[src/core/rtm_map.vh]
`ifndef RTM_MAP_VH
`define RTM_MAP_VH
// Shared register offsets
`define RTM_SH_STRAP 8'h00
`define RTM_SH_ID 8'h01
`define RTM_SH_INTCH 8'h05
`define RTM_SH_DIAG 8'h06
`define RTM_CH_SELECT 8'hff
// Channel register offsets
`define RTM_CH_STATUS 8'h01
`define RTM_CH_DIVCFG 8'h2f
`define RTM_CH_EYEST 8'h30
`define RTM_CH_EYETHR 8'h32
`define RTM_CH_REFCFG 8'h36
// Field positions
`define RTM_LOL_BIT 4
`define RTM_LOS_BIT 0
`define RTM_EYE_BIT 4
`define RTM_FLD_BIT 1
`define RTM_EYE_EN_BIT 6
`define RTM_REFMODE_HI 5
`define RTM_REFMODE_LO 4
`define RTM_CHSEL_EN_BIT 2
// Values and reset values
`define RTM_REFMODE_ASSIST 2'b11
`define RTM_DIAG_STRAP_KEY 4'ha
`define RTM_DIVCFG_RST 8'h02
`define RTM_EYETHR_RST 8'h00
`define RTM_REFCFG_RST 8'h30
`define RTM_DIAG_RST 8'h00
`define RTM_CHSEL_RST 8'h00
// Identity, arbitrary neutral values
`define RTM_DEV_REV 4'h1
`define RTM_DEV_ID 4'h5
// SMBus base address, strap value added
`define RTM_SMB_BASE 7'h19
// Timing: reference lock qualification window
`define RTM_CLK_MHZ 50
`define RTM_LOCK_QUAL_NS 2000
`define RTM_LOCK_QUAL_CYC ((`RTM_LOCK_QUAL_NS * `RTM_CLK_MHZ + 999) / 1000)
`endif

[src/core/rtm_top.v]
`timescale 1ns/1ps
`include "rtm_map.vh"
module rtm_top (
  // Clock and reset
  input wire ref_clk_i,
  input wire rst_i,
  output wire reference_clock_forward_o,
  // SMBus pins
  input wire scl_i,
  input wire sda_i,
  output reg sda_o,
  output wire sda_oe_o,
  // Straps and EEPROM control
  input wire config_mode_strap_i,
  input wire eeprom_load_n_i,
  input wire eeprom_done_i,
  output reg eeprom_read_o,
  output reg master_mode_o,
  // Shared lock and address strap pins
  input wire [3:0] lock_pin_i,
  output reg [3:0] lock_pin_o,
  output reg [3:0] lock_pin_oe_o,
  // Interrupt pin
  output reg int_n_o,
  output reg int_oe_o,
  // Channel analog status
  input wire [3:0] cdr_locked_i,
  input wire [3:0] signal_detect_i,
  input wire [31:0] horizontal_eye_opening_i,
  input wire [31:0] vertical_eye_opening_i,
  // Channel analog control
  output wire [3:0] vco_preset_o,
  output wire [3:0] coarse_cal_o,
  output wire [3:0] fld_en_o,
  output wire [15:0] div_sel_o
);
  reg strap_done_q;
  reg [3:0] bus_address_straps_q;
  reg mode_strap_q;
  reg [7:0] diag_q, chsel_q;
  reg load_n_q, eeprom_done_q;
  reg [7:0] rdata;
  wire [7:0] addr, wdata;
  wire wr, rd;
  wire [3:0] locked, ch_int;
  wire [31:0] ch_rdata;
  wire ch_space = chsel_q[`RTM_CHSEL_EN_BIT] && addr != `RTM_CH_SELECT;
  wire [1:0] ch = chsel_q[1:0];
  wire [6:0] dev_addr = `RTM_SMB_BASE + {3'b000, bus_address_straps_q};

  // Clock pin passes straight through; a flop cannot forward it
  assign reference_clock_forward_o = ref_clk_i;

  rtm_smb u_smb (
    .ref_clk_i(ref_clk_i),
    .rst_i(rst_i),
    .scl_i(scl_i),
    .sda_i(sda_i),
    .sda_oe_o(sda_oe_o),
    .dev_addr_i(dev_addr),
    .addr_o(addr),
    .wdata_o(wdata),
    .wr_o(wr),
    .rd_o(rd),
    .rdata_i(rdata)
  );

  genvar gi;
  generate
    for (gi = 0; gi < 4; gi = gi + 1) begin : g_ch
      rtm_chan u_chan (
        .ref_clk_i(ref_clk_i),
        .rst_i(rst_i),
        .sel_i(ch_space && ch == gi),
        .wr_i(wr),
        .rd_i(rd),
        .addr_i(addr),
        .wdata_i(wdata),
        .rdata_o(ch_rdata[gi*8 +: 8]),
        .cdr_locked_i(cdr_locked_i[gi]),
        .signal_detect_i(signal_detect_i[gi]),
        .heo_i(horizontal_eye_opening_i[gi*8 +: 8]),
        .veo_i(vertical_eye_opening_i[gi*8 +: 8]),
        .locked_o(locked[gi]),
        .int_o(ch_int[gi]),
        .vco_preset_o(vco_preset_o[gi]),
        .coarse_cal_o(coarse_cal_o[gi]),
        .fld_en_o(fld_en_o[gi]),
        .div_sel_o(div_sel_o[gi*4 +: 4])
      );
    end
  endgenerate

  // Read data for the byte the bus is about to send
  always @* begin
    if (ch_space) begin
      rdata = ch_rdata[ch*8 +: 8];
    end else begin
      case (addr)
        `RTM_SH_STRAP: begin
          if (diag_q[3:0] == `RTM_DIAG_STRAP_KEY) begin
            rdata = {bus_address_straps_q, 4'h0};
          end else begin
            rdata = 8'h00;
          end
        end
        `RTM_SH_ID: rdata = {`RTM_DEV_REV, `RTM_DEV_ID};
        `RTM_SH_INTCH: rdata = {4'h0, ch_int};
        `RTM_SH_DIAG: rdata = diag_q;
        `RTM_CH_SELECT: rdata = chsel_q;
        default: rdata = 8'h00;
      endcase
    end
  end

  always @(posedge ref_clk_i) begin
    if (rst_i) begin
      strap_done_q <= 1'b0;
      bus_address_straps_q <= 4'h0;
      mode_strap_q <= 1'b0;
      diag_q <= `RTM_DIAG_RST;
      chsel_q <= `RTM_CHSEL_RST;
      load_n_q <= 1'b1;
      eeprom_done_q <= 1'b0;
      eeprom_read_o <= 1'b0;
      master_mode_o <= 1'b0;
      lock_pin_o <= 4'h0;
      lock_pin_oe_o <= 4'h0;
      sda_o <= 1'b0;
      int_n_o <= 1'b0;
      int_oe_o <= 1'b0;
    end else begin
      sda_o <= 1'b0;
      int_n_o <= 1'b0;
      // Straps caught once, first edge after reset release
      if (!strap_done_q) begin
        strap_done_q <= 1'b1;
        bus_address_straps_q <= lock_pin_i;
        mode_strap_q <= config_mode_strap_i;
        master_mode_o <= ~config_mode_strap_i;
      end
      // Pins only turn to outputs once the straps are held
      lock_pin_oe_o <= {4{strap_done_q}};
      lock_pin_o <= strap_done_q ? locked : 4'h0;
      if (wr && !ch_space && addr == `RTM_SH_DIAG) begin
        diag_q <= wdata;
      end
      if (wr && addr == `RTM_CH_SELECT) begin
        chsel_q <= wdata;
      end
      // Open drain: data is always low, enable only pulls
      int_oe_o <= |ch_int;
      // Load pin falling starts one EEPROM read in master mode;
      // in slave mode the pin is ignored
      load_n_q <= eeprom_load_n_i;
      if (eeprom_read_o && eeprom_done_i) begin
        eeprom_read_o <= 1'b0;
        eeprom_done_q <= 1'b1;
      end else if (strap_done_q && !mode_strap_q && !eeprom_done_q &&
                   load_n_q && !eeprom_load_n_i) begin
        eeprom_read_o <= 1'b1;
      end
    end
  end
endmodule // rtm_top

[src/core/rtm_smb.v]
`timescale 1ns/1ps
`include "rtm_map.vh"
module rtm_smb (
  // Clock and reset
  input wire ref_clk_i,
  input wire rst_i,
  // Bus pins
  input wire scl_i,
  input wire sda_i,
  output reg sda_oe_o,
  // Device address
  input wire [6:0] dev_addr_i,
  // Register access
  output reg [7:0] addr_o,
  output reg [7:0] wdata_o,
  output reg wr_o,
  output reg rd_o,
  input wire [7:0] rdata_i
);
  localparam ST_IDLE = 3'd0;
  localparam ST_ADDR = 3'd1;
  localparam ST_ACKA = 3'd2;
  localparam ST_WR = 3'd3;
  localparam ST_ACKW = 3'd4;
  localparam ST_RD = 3'd5;
  localparam ST_ACKR = 3'd6;
  reg [2:0] st_q;
  reg scl_q, sda_q, rw_q, ptr_q, nack_q, any_q;
  reg [7:0] sr_q;
  reg [2:0] cnt_q;
  wire rise = scl_i & ~scl_q;
  wire fall = ~scl_i & scl_q;
  wire start = scl_i & scl_q & sda_q & ~sda_i;
  wire stop = scl_i & scl_q & ~sda_q & sda_i;
  always @(posedge ref_clk_i) begin
    wr_o <= 1'b0;
    rd_o <= 1'b0;
    scl_q <= scl_i;
    sda_q <= sda_i;
    if (rst_i) begin
      st_q <= ST_IDLE;
      scl_q <= 1'b1;
      sda_q <= 1'b1;
      sda_oe_o <= 1'b0;
      sr_q <= 8'h00;
      cnt_q <= 3'd0;
      rw_q <= 1'b0;
      ptr_q <= 1'b0;
      nack_q <= 1'b0;
      any_q <= 1'b0;
      addr_o <= 8'h00;
      wdata_o <= 8'h00;
    end else if (start) begin
      st_q <= ST_ADDR;
      cnt_q <= 3'd0;
      any_q <= 1'b0;
      sda_oe_o <= 1'b0;
    end else if (stop) begin
      st_q <= ST_IDLE;
      sda_oe_o <= 1'b0;
    end else begin
      case (st_q)
        ST_ADDR, ST_WR: begin
          if (rise) begin
            sr_q <= {sr_q[6:0], sda_i};
            cnt_q <= cnt_q + 3'd1;
            any_q <= 1'b1;
          // A start's own clock fall comes before any bit, so it must
          // not be taken for the end of a byte
          end else if (fall && cnt_q == 3'd0 && any_q) begin
            if (st_q == ST_ADDR) begin
              if (sr_q[7:1] == dev_addr_i) begin
                rw_q <= sr_q[0];
                ptr_q <= 1'b1;
                sda_oe_o <= 1'b1;
                st_q <= ST_ACKA;
              end else begin
                st_q <= ST_IDLE;
              end
            end else begin
              // First written byte is the register pointer
              if (ptr_q) begin
                addr_o <= sr_q;
              end else begin
                wdata_o <= sr_q;
                wr_o <= 1'b1;
              end
              ptr_q <= 1'b0;
              sda_oe_o <= 1'b1;
              st_q <= ST_ACKW;
            end
          end
        end
        ST_ACKA, ST_ACKW: begin
          if (fall) begin
            if (st_q == ST_ACKA && rw_q) begin
              // Read strobe lets clear-on-read act once per byte
              sr_q <= {rdata_i[6:0], 1'b0};
              sda_oe_o <= ~rdata_i[7];
              rd_o <= 1'b1;
              cnt_q <= 3'd1;
              st_q <= ST_RD;
            end else begin
              sda_oe_o <= 1'b0;
              cnt_q <= 3'd0;
              any_q <= 1'b0;
              st_q <= ST_WR;
            end
          end
        end
        ST_RD: begin
          if (fall) begin
            if (cnt_q == 3'd0) begin
              sda_oe_o <= 1'b0;
              st_q <= ST_ACKR;
            end else begin
              sda_oe_o <= ~sr_q[7];
              sr_q <= {sr_q[6:0], 1'b0};
              cnt_q <= cnt_q + 3'd1;
            end
          end
        end
        ST_ACKR: begin
          if (rise) begin
            nack_q <= sda_i;
          end else if (fall) begin
            if (nack_q) begin
              st_q <= ST_IDLE;
            end else begin
              sr_q <= {rdata_i[6:0], 1'b0};
              sda_oe_o <= ~rdata_i[7];
              rd_o <= 1'b1;
              cnt_q <= 3'd1;
              st_q <= ST_RD;
            end
          end
        end
        default: begin
          sda_oe_o <= 1'b0;
        end
      endcase
    end
  end
endmodule // rtm_smb

[src/core/rtm_chan.v]
`timescale 1ns/1ps
`include "rtm_map.vh"
module rtm_chan (
  // Clock and reset
  input wire ref_clk_i,
  input wire rst_i,
  // Register access
  input wire sel_i,
  input wire wr_i,
  input wire rd_i,
  input wire [7:0] addr_i,
  input wire [7:0] wdata_i,
  output reg [7:0] rdata_o,
  // Analog channel status
  input wire cdr_locked_i,
  input wire signal_detect_i,
  input wire [7:0] heo_i,
  input wire [7:0] veo_i,
  // Channel control and status
  output reg locked_o,
  output reg int_o,
  output reg vco_preset_o,
  output reg coarse_cal_o,
  output reg fld_en_o,
  output reg [3:0] div_sel_o
);
  localparam integer QUAL_I = `RTM_LOCK_QUAL_CYC;
  localparam [15:0] QUAL = QUAL_I[15:0];
  reg [7:0] div_q, thr_q, ref_q;
  reg lol_q, los_q, eye_q, sd_q, preset_done_q;
  reg [15:0] qual_q;
  wire ref3 = ref_q[`RTM_REFMODE_HI:`RTM_REFMODE_LO] == `RTM_REFMODE_ASSIST;
  wire wr = sel_i & wr_i;
  wire rd = sel_i & rd_i;
  wire eye_low = heo_i < {thr_q[7:4], 4'h0} | veo_i < {thr_q[3:0], 4'h0};
  wire lock_now = ref3 ? (qual_q == QUAL) : cdr_locked_i;
  always @* begin
    case (addr_i)
      `RTM_CH_STATUS: rdata_o = {3'b000, lol_q, 2'b00, locked_o, los_q};
      `RTM_CH_DIVCFG: rdata_o = div_q;
      `RTM_CH_EYEST: rdata_o = {3'b000, eye_q, 4'h0};
      `RTM_CH_EYETHR: rdata_o = thr_q;
      `RTM_CH_REFCFG: rdata_o = ref_q;
      default: rdata_o = 8'h00;
    endcase
  end
  always @(posedge ref_clk_i) begin
    if (rst_i) begin
      div_q <= `RTM_DIVCFG_RST;
      thr_q <= `RTM_EYETHR_RST;
      ref_q <= `RTM_REFCFG_RST;
      lol_q <= 1'b0;
      los_q <= 1'b0;
      eye_q <= 1'b0;
      sd_q <= 1'b0;
      qual_q <= 16'h0000;
      preset_done_q <= 1'b0;
      locked_o <= 1'b0;
      int_o <= 1'b0;
      vco_preset_o <= 1'b0;
      coarse_cal_o <= 1'b0;
      fld_en_o <= 1'b0;
      div_sel_o <= 4'h0;
    end else begin
      if (wr && addr_i == `RTM_CH_DIVCFG) begin
        div_q <= wdata_i;
      end
      if (wr && addr_i == `RTM_CH_EYETHR) begin
        thr_q <= wdata_i;
      end
      if (wr && addr_i == `RTM_CH_REFCFG) begin
        ref_q <= wdata_i;
      end
      // Reference time window must pass with lock held before it counts
      if (!cdr_locked_i) begin
        qual_q <= 16'h0000;
      end else if (qual_q != QUAL) begin
        qual_q <= qual_q + 16'h0001;
      end
      locked_o <= lock_now;
      sd_q <= signal_detect_i;
      // Set wins over clear-on-read
      if (locked_o && !lock_now) begin
        lol_q <= 1'b1;
      end else if (rd && addr_i == `RTM_CH_STATUS) begin
        lol_q <= 1'b0;
      end
      if (sd_q && !signal_detect_i) begin
        los_q <= 1'b1;
      end else if (rd && addr_i == `RTM_CH_STATUS) begin
        los_q <= 1'b0;
      end
      if (ref_q[`RTM_EYE_EN_BIT] && eye_low) begin
        eye_q <= 1'b1;
      end else if (rd && addr_i == `RTM_CH_EYEST) begin
        eye_q <= 1'b0;
      end
      int_o <= lol_q | los_q | eye_q;
      // One preset per acquisition, rearmed on loss or reconfiguration
      vco_preset_o <= 1'b0;
      if (wr || !cdr_locked_i && locked_o) begin
        preset_done_q <= 1'b0;
      end else if (ref3 && !cdr_locked_i && !preset_done_q) begin
        vco_preset_o <= 1'b1;
        preset_done_q <= 1'b1;
      end
      // Reference drives coarse calibration only; the output clock
      // stays on the channel oscillator
      coarse_cal_o <= ref3 & ~lock_now;
      fld_en_o <= ~div_q[`RTM_FLD_BIT];
      div_sel_o <= div_q[7:4];
    end
  end
endmodule // rtm_chan

[config.mk]
export PLATFORM = sky130hd
export DESIGN_NAME = rtm_top
export DESIGN_NICKNAME = d
export VERILOG_FILES = /design/src/core/rtm_top.v /design/src/core/rtm_smb.v /design/src/core/rtm_chan.v
export VERILOG_INCLUDE_DIRS = /design/src /design/src/core
export SDC_FILE = /design/constraint.sdc
export NUM_CORES = 1
export LEC_CHECK = 0
export ABC_AREA = 1
export BUFFER_PORTS_ARGS = -buffer_cell sky130_fd_sc_hd__buf_2
export CAP_MARGIN = 0
export CORE_MARGIN = 2
export CORE_UTILIZATION = 40
export CTS_BUF_LIST = sky130_fd_sc_hd__clkbuf_2
export DETAILED_ROUTE_END_ITERATION = 8
export GPL_TIMING_DRIVEN = 0
export HOLD_SLACK_MARGIN = 0.08
export MAX_ROUTING_LAYER = met4
export PLACE_DENSITY_LB_ADDON = 0.2
export SLEW_MARGIN = 20
export SYNTH_ARGS = -nofsm -noshare
export SYNTH_HDL_FRONTEND = slang
export SYNTH_SLANG_ARGS = --single-unit
export TNS_END_PERCENT = 20
[constraint.sdc]
create_clock -name ref_clk_i -period 5.35 [get_ports ref_clk_i]
set_clock_uncertainty 0.15 [all_clocks]
set_input_delay 0 -clock ref_clk_i [delete_from_list [all_inputs] [get_ports ref_clk_i]]
set_output_delay 0 -clock ref_clk_i [all_outputs]
set_load 0.02 [all_outputs]
==> out/qor.yml, run 1 <==
antenna_found_initial: 2
worstHoldStart: "vertical_eye_opening_i[12]"
grt_pass1_wl_mm: 66.7
leakagePower_nw: 6.23
final_common_cell: "dfxtp_1"
final_util: 0.474
path_clk_slew_ns: 0.08
crit_fanout: 3
fin_nets: 2109
yosysSeqAreaShare: 0.440
grt_pass1_vias: 12315
hold_viol: 0
dr.pass1.iters: 7
synth_top_family_by_area: "simple AND/OR/NAND/NOR gates"
r2r_cells: 9
wl_mm: 43.4
post_dp_cell_area_um2: 14100
max_slew_margin: 0.362
placementRows: 66
die_width_um: 185
hold_path_end: "g_ch[1].u_chan.eye_q"
async_reset_ff_frac: 0
layout_common_cells: "287 x dfxtp_1, 235 x inv_1, 224 x nand2_1"
critPathLaunchType: "clock port"
criticalPathCategory: "clock port to output port"
clock_latency_ns: 1.02
setup-violations-final: 0
min_path_type: "primary input to register"
r2r-start: "g_ch[0].u_chan.thr_q[3]"
grt_max_degree: 11
drc_errors: 0
netlist_instances: 1755
ys_warn_count: 0
r2r_slack_ns: 2.19
io_buffer_count: 91
initial_core_util: 0.403
ir_worst_vdd_v: 0.000222
drive_gt1_frac: 0.150
cts_tree: "built"
dieArea_um2: 34100
core_area_um2: 32400
die_y_um: 185
antenna_left: 0
synth.mux.area_fraction: 0
ys_seq_elements: 287
vias_per_cell: 5.18
timing.rr.end: "g_ch[0].u_chan.eye_q"
tns_ns: 0
synth-simple-area-share: 0.211
grt_overflow: 0
synth_xor_xnor_area_share: 0.00403
detailed_place_hpwl_mm: 31.6
synth-compound-area-share: 0.207
wl_per_cell_um: 17.4
syn_area_um2: 13100
setup.worst_path.start: "ref_clk_i"
crit_required_ns: 5.20
slew_violations: 0
synth.avg_cell_area_um2: 7.44
worst_pin_slew_ns: 0.956
grt_use_total: 0.265
num_vias: 12900
ios: 126
syn2layout_area_growth_pct: 17.6
synthFlopType: "dfxtp_1"
synth_cell_types: 50
final_cell_area_um2: 15400
hold_path_depth: 7
post_cts_buffers: 0
place_congestion: 0.990
p_per_area_nw_per_um2: 290
drtIter0Drc: 1178
hold_ws_ns: 0.157
synth_enable_flop_cells: 0
status: "complete, no violations"
synth-adder-area-share: 0.0336
cp-end-kind: "output port"
rsz0062_at_grt: "false"
cap_violations: 0
cp.arrival_ns: 3.11
[cells in the mapped netlist (all sizes together), types with 12 or more instances]
| cell type | number | share of area |
|---|---|---|
| a211oi | 34 | 0.022 |
| a21oi | 209 | 0.080 |
| buf | 44 | 0.023 |
| clkbuf | 31 | 0.0089 |
| dfxtp | 287 | 0.44 |
| ha | 35 | 0.034 |
| inv | 245 | 0.071 |
| nand2 | 228 | 0.067 |
| nand3 | 85 | 0.033 |
| nand4 | 28 | 0.014 |
| nor2 | 208 | 0.067 |
| nor3 | 47 | 0.020 |
| nor4 | 12 | 0.0058 |
| o211ai | 24 | 0.014 |
| o21a | 12 | 0.0069 |
| o21ai | 183 | 0.070 |
[metal layers]
layer / GRT usage / routed length [µm]
met1: 0.324 / 18700
met2: 0.427 / 20100
met3: 0.0474 / 3000
met4: 0.118 / 1640
met5: - / 0
[kinds of logic (layout without fill, tap and decap cells)]
logic type,after synthesis,in the layout
and+or+nand+nor,617,617
AOI/OAI and AO/OA,488,488
buffers and inverters,321,614
DFF,287,287
adders and majority gates,35,35
xor gates and xnor gates,6,6
other,1,3
[worst max-delay path by stage]
stage / end / slack, ns / depth (start not counted)
after floorplan: reference_clock_forward_o / 2.39 / 1
after global placement: reference_clock_forward_o / 2.28 / 2
after detailed placement: reference_clock_forward_o / 2.28 / 2
after CTS: reference_clock_forward_o / 2.08 / 4
after global routing: reference_clock_forward_o / 2.06 / 4
final: reference_clock_forward_o / 2.09 / 4
[worst max-delay path, cell delays in order]
cell,delay (ns)
clkbuf_2,0.08
clkbuf_2,0.09
buf_4,0.11
buf_2,0.14
[flip-flops by register name (all words and copies together) (netlist names), 8 cells and up]
| signal | cells |
|---|---|
| chsel_q | 8 |
| diag_q | 8 |
| g_ch.u_chan.div_q | 32 |
| g_ch.u_chan.div_sel_o | 16 |
| g_ch.u_chan.qual_q | 64 |
| g_ch.u_chan.ref_q | 32 |
| g_ch.u_chan.thr_q | 32 |
| u_smb.addr_o | 8 |
| u_smb.sr_q | 8 |
| u_smb.wdata_o | 8 |
[layout make-up]
cell class | count | area [µm²]
diodes | 1 | 2.50
inverters | 246 | 928
fillers | 3358 | 17000
clock inverters | 16 | 61.3
flip-flops and latches | 287 | 5750
clock buffers | 128 | 641
multi-input cells | 1148 | 5960
repair buffers | 149 | 1040
well taps | 442 | 553
plain buffers | 75 | 418
[timing repair]
action	4_1_cts	5_1_grt
resized for setup	0	0
hold buffers	59	0
hold endpoints to repair	247	0
[metrics by stage]
step,power (mW),setup slack [ns],instances
final,4.46,2.09,2492
after global placement,2.86,2.28,2289
after global routing,4.68,2.06,2492
after CTS,4.48,2.08,2491
after detailed placement,2.87,2.28,2289
after floorplan,2.69,2.39,1756
[report_power, final]
| part | internal [mW] | switching (mW) |
|---|---|---|
| registers | 2.20 | 0.0817 |
| clock network | 0.634 | 0.984 |
| logic | 0.203 | 0.353 |
Power figures use the tool's default switching activity.
==> run 2: changes to the inputs <==
==> constraint.sdc (replaced) <==
create_clock -name ref_clk_i -period 3.2 [get_ports ref_clk_i]
set_clock_uncertainty 0.15 [all_clocks]
set_input_delay 0 -clock ref_clk_i [delete_from_list [all_inputs] [get_ports ref_clk_i]]
set_output_delay 0 -clock ref_clk_i [all_outputs]
set_load 0.02 [all_outputs]
==> out/qor.yml, run 2 (synthesized netlist as in run 1, its figures left out) <==
status: "complete, no violations"
wl_per_cell_um: 17.5  # +0.17%
min_path_type: "primary input to register"
final_common_cell: "dfxtp_1"
tns_ns: 0  # unchanged
grt_pass1_vias: 12315  # unchanged
n_fill_cell: 3358  # unchanged
crit_fanout: 2  # -1
ios: 126  # unchanged
setup_ws_ns: 0.122  # -1.97 ns
clock_latency_ns: 1.03  # about the same
drtIter0Drc: 1113  # -5.5%
place_congestion: 0.990  # unchanged
fin_nets: 2109  # unchanged
grt_pass1_wl_mm: 66.7  # unchanged
largest_register: "g_ch.u_chan.qual_q"
largest_reg_flops: 64  # unchanged
r2r-start: "g_ch[0].u_chan.thr_q[3]"
dr.pass1.iters: 5  # -2
antenna_left: 0  # unchanged
num_vias: 12954  # +0.42%
antenna_found_initial: 2  # unchanged
ff_latch_area_um2: 5750  # about the same
min_period_ns: 3.08
leakagePower_nw: 6.23  # about the same
final_util: 0.475  # +0.000541
critical_path_buf_inv_count: 4  # unchanged
multiInputGateArea_um2: 5980  # +0.27%
wl_mm: 43.5  # +0.17%
dieArea_um2: 34100  # unchanged
crit_required_ns: 3.93  # -1.27 ns
setup.worst_path.start: "g_ch[0].u_chan.thr_q[3]"
criticalPathCategory: "register to register"
critPathLaunchType: "register"
placementRows: 66  # unchanged
hold_viol: 0  # unchanged
detailed_place_hpwl_mm: 31.6  # unchanged
rsz0062_at_grt: "false"
cp-end-kind: "register"
p_per_area_nw_per_um2: 485  # +67%
worstHoldStart: "vertical_eye_opening_i[12]"
fmax_mhz: 325
path_cells: "inv_1 > ha_4 > a21oi_2 > dlygate4sd3_1 > a22o_1 > dlygate4sd3_1 > nand2_1 > dlygate4sd3_1 > a21oi_1"
grt_use_total: 0.265  # unchanged
layout_common_cells: "286 x dfxtp_1, 235 x inv_1, 224 x nand2_1"
cap_violations: 0  # unchanged
path_clk_slew_ns: 0.10  # +0.02 ns
drc_errors: 0  # unchanged
max_stage_delay_ns: 0.58  # +0.44 ns
grt_overflow: 0  # unchanged
crit_family: "buffers and inverters"
pre_cts_slack_ns: 0.382  # -1.90 ns
die_width_um: 185  # unchanged
max_slew_margin: 0.347  # -0.0159
core_area_um2: 32400  # unchanged
cpMostUsedCell: "dlygate4sd3_1"
syn2layout_area_growth_pct: 17.8
dp_cells: 2289  # unchanged
grt_max_degree: 11  # unchanged
cts_tree: "built"
fin_crit_sh: 0.962
drive_gt1_frac: 0.151  # +0.00146
final_cell_area_um2: 15400  # +0.11%
cp.arrival_ns: 3.81  # +0.70 ns
io_buffer_count: 91  # unchanged
worst_pin_slew_ns: 0.980  # +0.0238 ns
vias_per_cell: 5.20  # +0.42%
ir_worst_vdd_v: 0.000369  # +66%
setup-violations-final: 0  # unchanged
slew_violations: 0  # unchanged
die_y_um: 185  # unchanged
initial_core_util: 0.403  # unchanged
post_dp_cell_area_um2: 14100  # unchanged
final_cells: 2492  # unchanged
crit_path_top_delay_cell: "dlygate4sd3_1"
[run 2: cell counts in the layout (fill, tap and decap cells not counted)]
No cell type changed its count.
[run 2: final cells by class]
type / count / area share
Antenna cell: 1 / 0.000163
Clock inverter: 16 / 0.00399
Multi-Input combinational cell: 1148 / 0.389
Timing Repair Buffer: 149 / 0.0677
Tap cell: 442 / 0.0360
Sequential cell: 287 / 0.374
Clock buffer: 128 / 0.0417
Inverter: 246 / 0.0604
Buffer: 75 / 0.0272
[run 2: layer usage]
metal,vias to the layer above,GRT usage,share of wire
met4,0,0.118,0.037
met1,6030,0.324,0.43
met5,-,-,0
li1,6356,-,-
met2,465,0.427,0.46
met3,103,0.0474,0.068
[run 2: metrics by stage]
stage | power, mW | hold WS, ns
2_1_floorplan | 4.49 | -0.0716
3_3_place_gp | 4.79 | 0.0498
3_5_place_dp | 4.80 | 0.0550
4_1_cts | 7.49 | 0.0843
5_1_grt | 7.84 | 0.146
6_report | 7.45 | 0.134
[run 2: worst paths after layout]
path / end / slack [ns] / depth (start not counted)
worst max-delay path: g_ch[0].u_chan.eye_q / 0.12 / 9
worst min-delay path: g_ch[1].u_chan.eye_q / 0.13 / 7
worst min register to register: g_ch[3].u_chan.los_q / 0.29 / 2
worst max register to register: g_ch[0].u_chan.eye_q / 0.12 / 9
[run 2: worst reg2reg max path, stage by stage (launching register included)]
cell and delay (ns):
dfxtp_2 0.34, inv_1 0.07, ha_4 0.28, a21oi_2 0.05, dlygate4sd3_1 0.55, a22o_1 0.19
dlygate4sd3_1 0.57, nand2_1 0.09, dlygate4sd3_1 0.58, a21oi_1 0.07
[run 2: timing repair]
item / CTS / global route
endpoints found under the hold margin: 247 / 0
hold buffers: 59 / 0
endpoints found under the setup margin: 0 / 1
buffers inserted: 0 / 0
gates resized for setup: 0 / 3
[run 2: report_power, final]
group	leakage [nW]	internal [mW]	switching (mW)
Combinational	3.34	0.341	0.588
Clock	0.572	1.06	1.64
Sequential	2.32	3.68	0.138
Total	6.23	5.08	2.37
==> run 3: changes to the inputs <==
--- a/config.mk
+++ b/config.mk
@@ -11,7 +11,7 @@
 export CAP_MARGIN = 0
 export CORE_MARGIN = 2
 export CORE_UTILIZATION = 40
-export CTS_BUF_LIST = sky130_fd_sc_hd__clkbuf_2
+export CTS_BUF_LIST = sky130_fd_sc_hd__clkbuf_8 sky130_fd_sc_hd__clkbuf_16
 export DETAILED_ROUTE_END_ITERATION = 8
 export GPL_TIMING_DRIVEN = 0
 export HOLD_SLACK_MARGIN = 0.08
==> out/qor.yml, run 3 (synthesized netlist as in run 1, its figures left out) <==
cap_violations: 0  # unchanged
clock_latency_ns: 0.63  # -0.40 ns
layout_common_cells: "287 x dfxtp_1, 246 x inv_1, 224 x nand2_1"
largest_register: "g_ch.u_chan.qual_q"
setup_ws_ns: 0.406  # +0.284 ns
critical_path_buf_inv_count: 1  # -3
detailed_place_hpwl_mm: 31.6  # unchanged
crit_path_top_delay_cell: "o21ai_0"
p_per_area_nw_per_um2: 556  # +15%
ir_worst_vdd_v: 0.000376  # +1.9%
grt_overflow: 0  # unchanged
wl_mm: 42.9  # -1.5%
dr.pass1.iters: 7  # +2
num_antenna_cells: 0  # -1
cts_tree: "built"
drc_errors: 0  # unchanged
vias_per_cell: 5.27  # +1.4%
tns_ns: 0  # unchanged
status: "complete, no violations"
final_cells: 2398  # -3.8%
p_int_mw: 6.40  # +26%
crit_family: "simple AND/OR/NAND/NOR gates"
largest_reg_flops: 64  # unchanged
grt_max_degree: 14  # +3
rsz0062_at_grt: "false"
drive_gt1_frac: 0.117  # -0.0342
crit_required_ns: 3.60  # -0.33 ns
criticalPathCategory: "register to register"
r2r_slack_ns: 0.41  # +0.28 ns
antenna_found_initial: 0  # -2
crit_fanout: 9  # +7
total_power_mw: 8.71  # +17%
path_cells: "inv_1 > nand2_1 > nor2_1 > nand3_1 > o21ai_0 > o21ai_0 > and2_1 > nand3_1 > nand2_1 > a21oi_1"
fin_nets: 2049  # -2.8%
io_buffer_count: 91  # unchanged
fin_crit_sh: 0.873  # -0.0887
critPathLaunchType: "register"
cp.arrival_ns: 3.20  # -0.61 ns
syn2layout_area_growth_pct: 20.0
final_cell_area_um2: 15700  # +1.9%
pre_cts_slack_ns: 0.382  # unchanged
place_congestion: 0.990  # unchanged
max_slew_margin: 0.365  # +0.0182
seqPwrFrac: 0.439  # -0.073
grt_use_total: 0.260  # -0.00492
cts.repair.resized: 0  # unchanged
cp-end-kind: "register"
post_cts_buffers: 0  # unchanged
p_sw_frac: 0.265  # -0.0528
final_common_cell: "dfxtp_1"
leakagePower_nw: 6.23  # about the same
core_area_um2: 32400  # unchanged
hold_ws_ns: 0.123  # -0.0110 ns
antenna_left: 0  # unchanged
min_path_type: "primary input to register"
p_comb_frac: 0.105  # -0.020
wl_per_cell_um: 17.9  # +2.4%
max_stage_delay_ns: 0.67  # +0.09 ns
ctsHoldBuffers: 45  # -24%
die_y_um: 185  # unchanged
hold_viol: 0  # unchanged
die_width_um: 185  # unchanged
slew_violations: 0  # unchanged
placementRows: 66  # unchanged
grt_pass1_vias: 11897  # -3.4%
path_clk_slew_ns: 0.06  # -0.04 ns
fmax_mhz: 358  # +10%
final_util: 0.484  # +0.00912
grt_pass1_wl_mm: 66.1  # -0.88%
worst_pin_slew_ns: 0.953  # -0.0274 ns
drtIter0Drc: 1016  # -8.7%
ios: 126  # unchanged
num_vias: 12637  # -2.4%
dp_cells: 2289  # unchanged
initial_core_util: 0.403  # unchanged
power.switching_mw: 2.31  # -2.5%
min_period_ns: 2.79  # -0.284 ns
post_dp_cell_area_um2: 14100  # unchanged
setup-violations-final: 0  # unchanged
dieArea_um2: 34100  # unchanged
p_clk_frac: 0.456  # +0.093
-- run 3: final timing paths --
path,start,end,cells past startpoint
min,cdr_locked_i[2],g_ch[2].u_chan.vco_preset_o,4
min reg2reg,g_ch[1].u_chan.preset_done_q,g_ch[1].u_chan.vco_preset_o,1
max reg2reg,u_smb.addr_o[6],u_smb.sr_q[2],10
max,u_smb.addr_o[6],u_smb.sr_q[2],10
-- run 3: final cells by class --
| cell class | instances | area, µm² |
|---|---|---|
| Buffer | 75 | 418 |
| Clock buffer | 45 | 1040 |
| Clock inverter | 20 | 119 |
| Fill cell | 3255 | 16700 |
| Inverter | 246 | 928 |
| Multi-Input combinational cell | 1148 | 5960 |
| Sequential cell | 287 | 5750 |
| Tap cell | 442 | 553 |
| Timing Repair Buffer | 135 | 901 |
-- run 3: metal layers --
metal  global-route usage  vias up  wire, µm
met3               0.0352      102      2740
met2                0.430      403     20300
met5                    -        -         0
li1                     -     6189         -
met1                0.326     5943     18500
met4               0.0889        0      1330
-- run 3: power by group through the flow --
stage                     Clock [mW]  Combinational, mW  Sequential, mW
after floorplan               0.0365              0.603            3.85
after global placement        0.0460              0.847            3.90
after detailed placement      0.0460              0.859            3.90
after CTS                       4.04              0.909            3.82
after global routing            4.19               1.03            3.83
final                           3.98              0.912            3.82
-- run 3: worst min-delay path, stage by stage --
cell           delay [ns]
dlygate4sd3_1        0.52
buf_2                0.13
o211ai_1             0.10
nor2_1               0.09
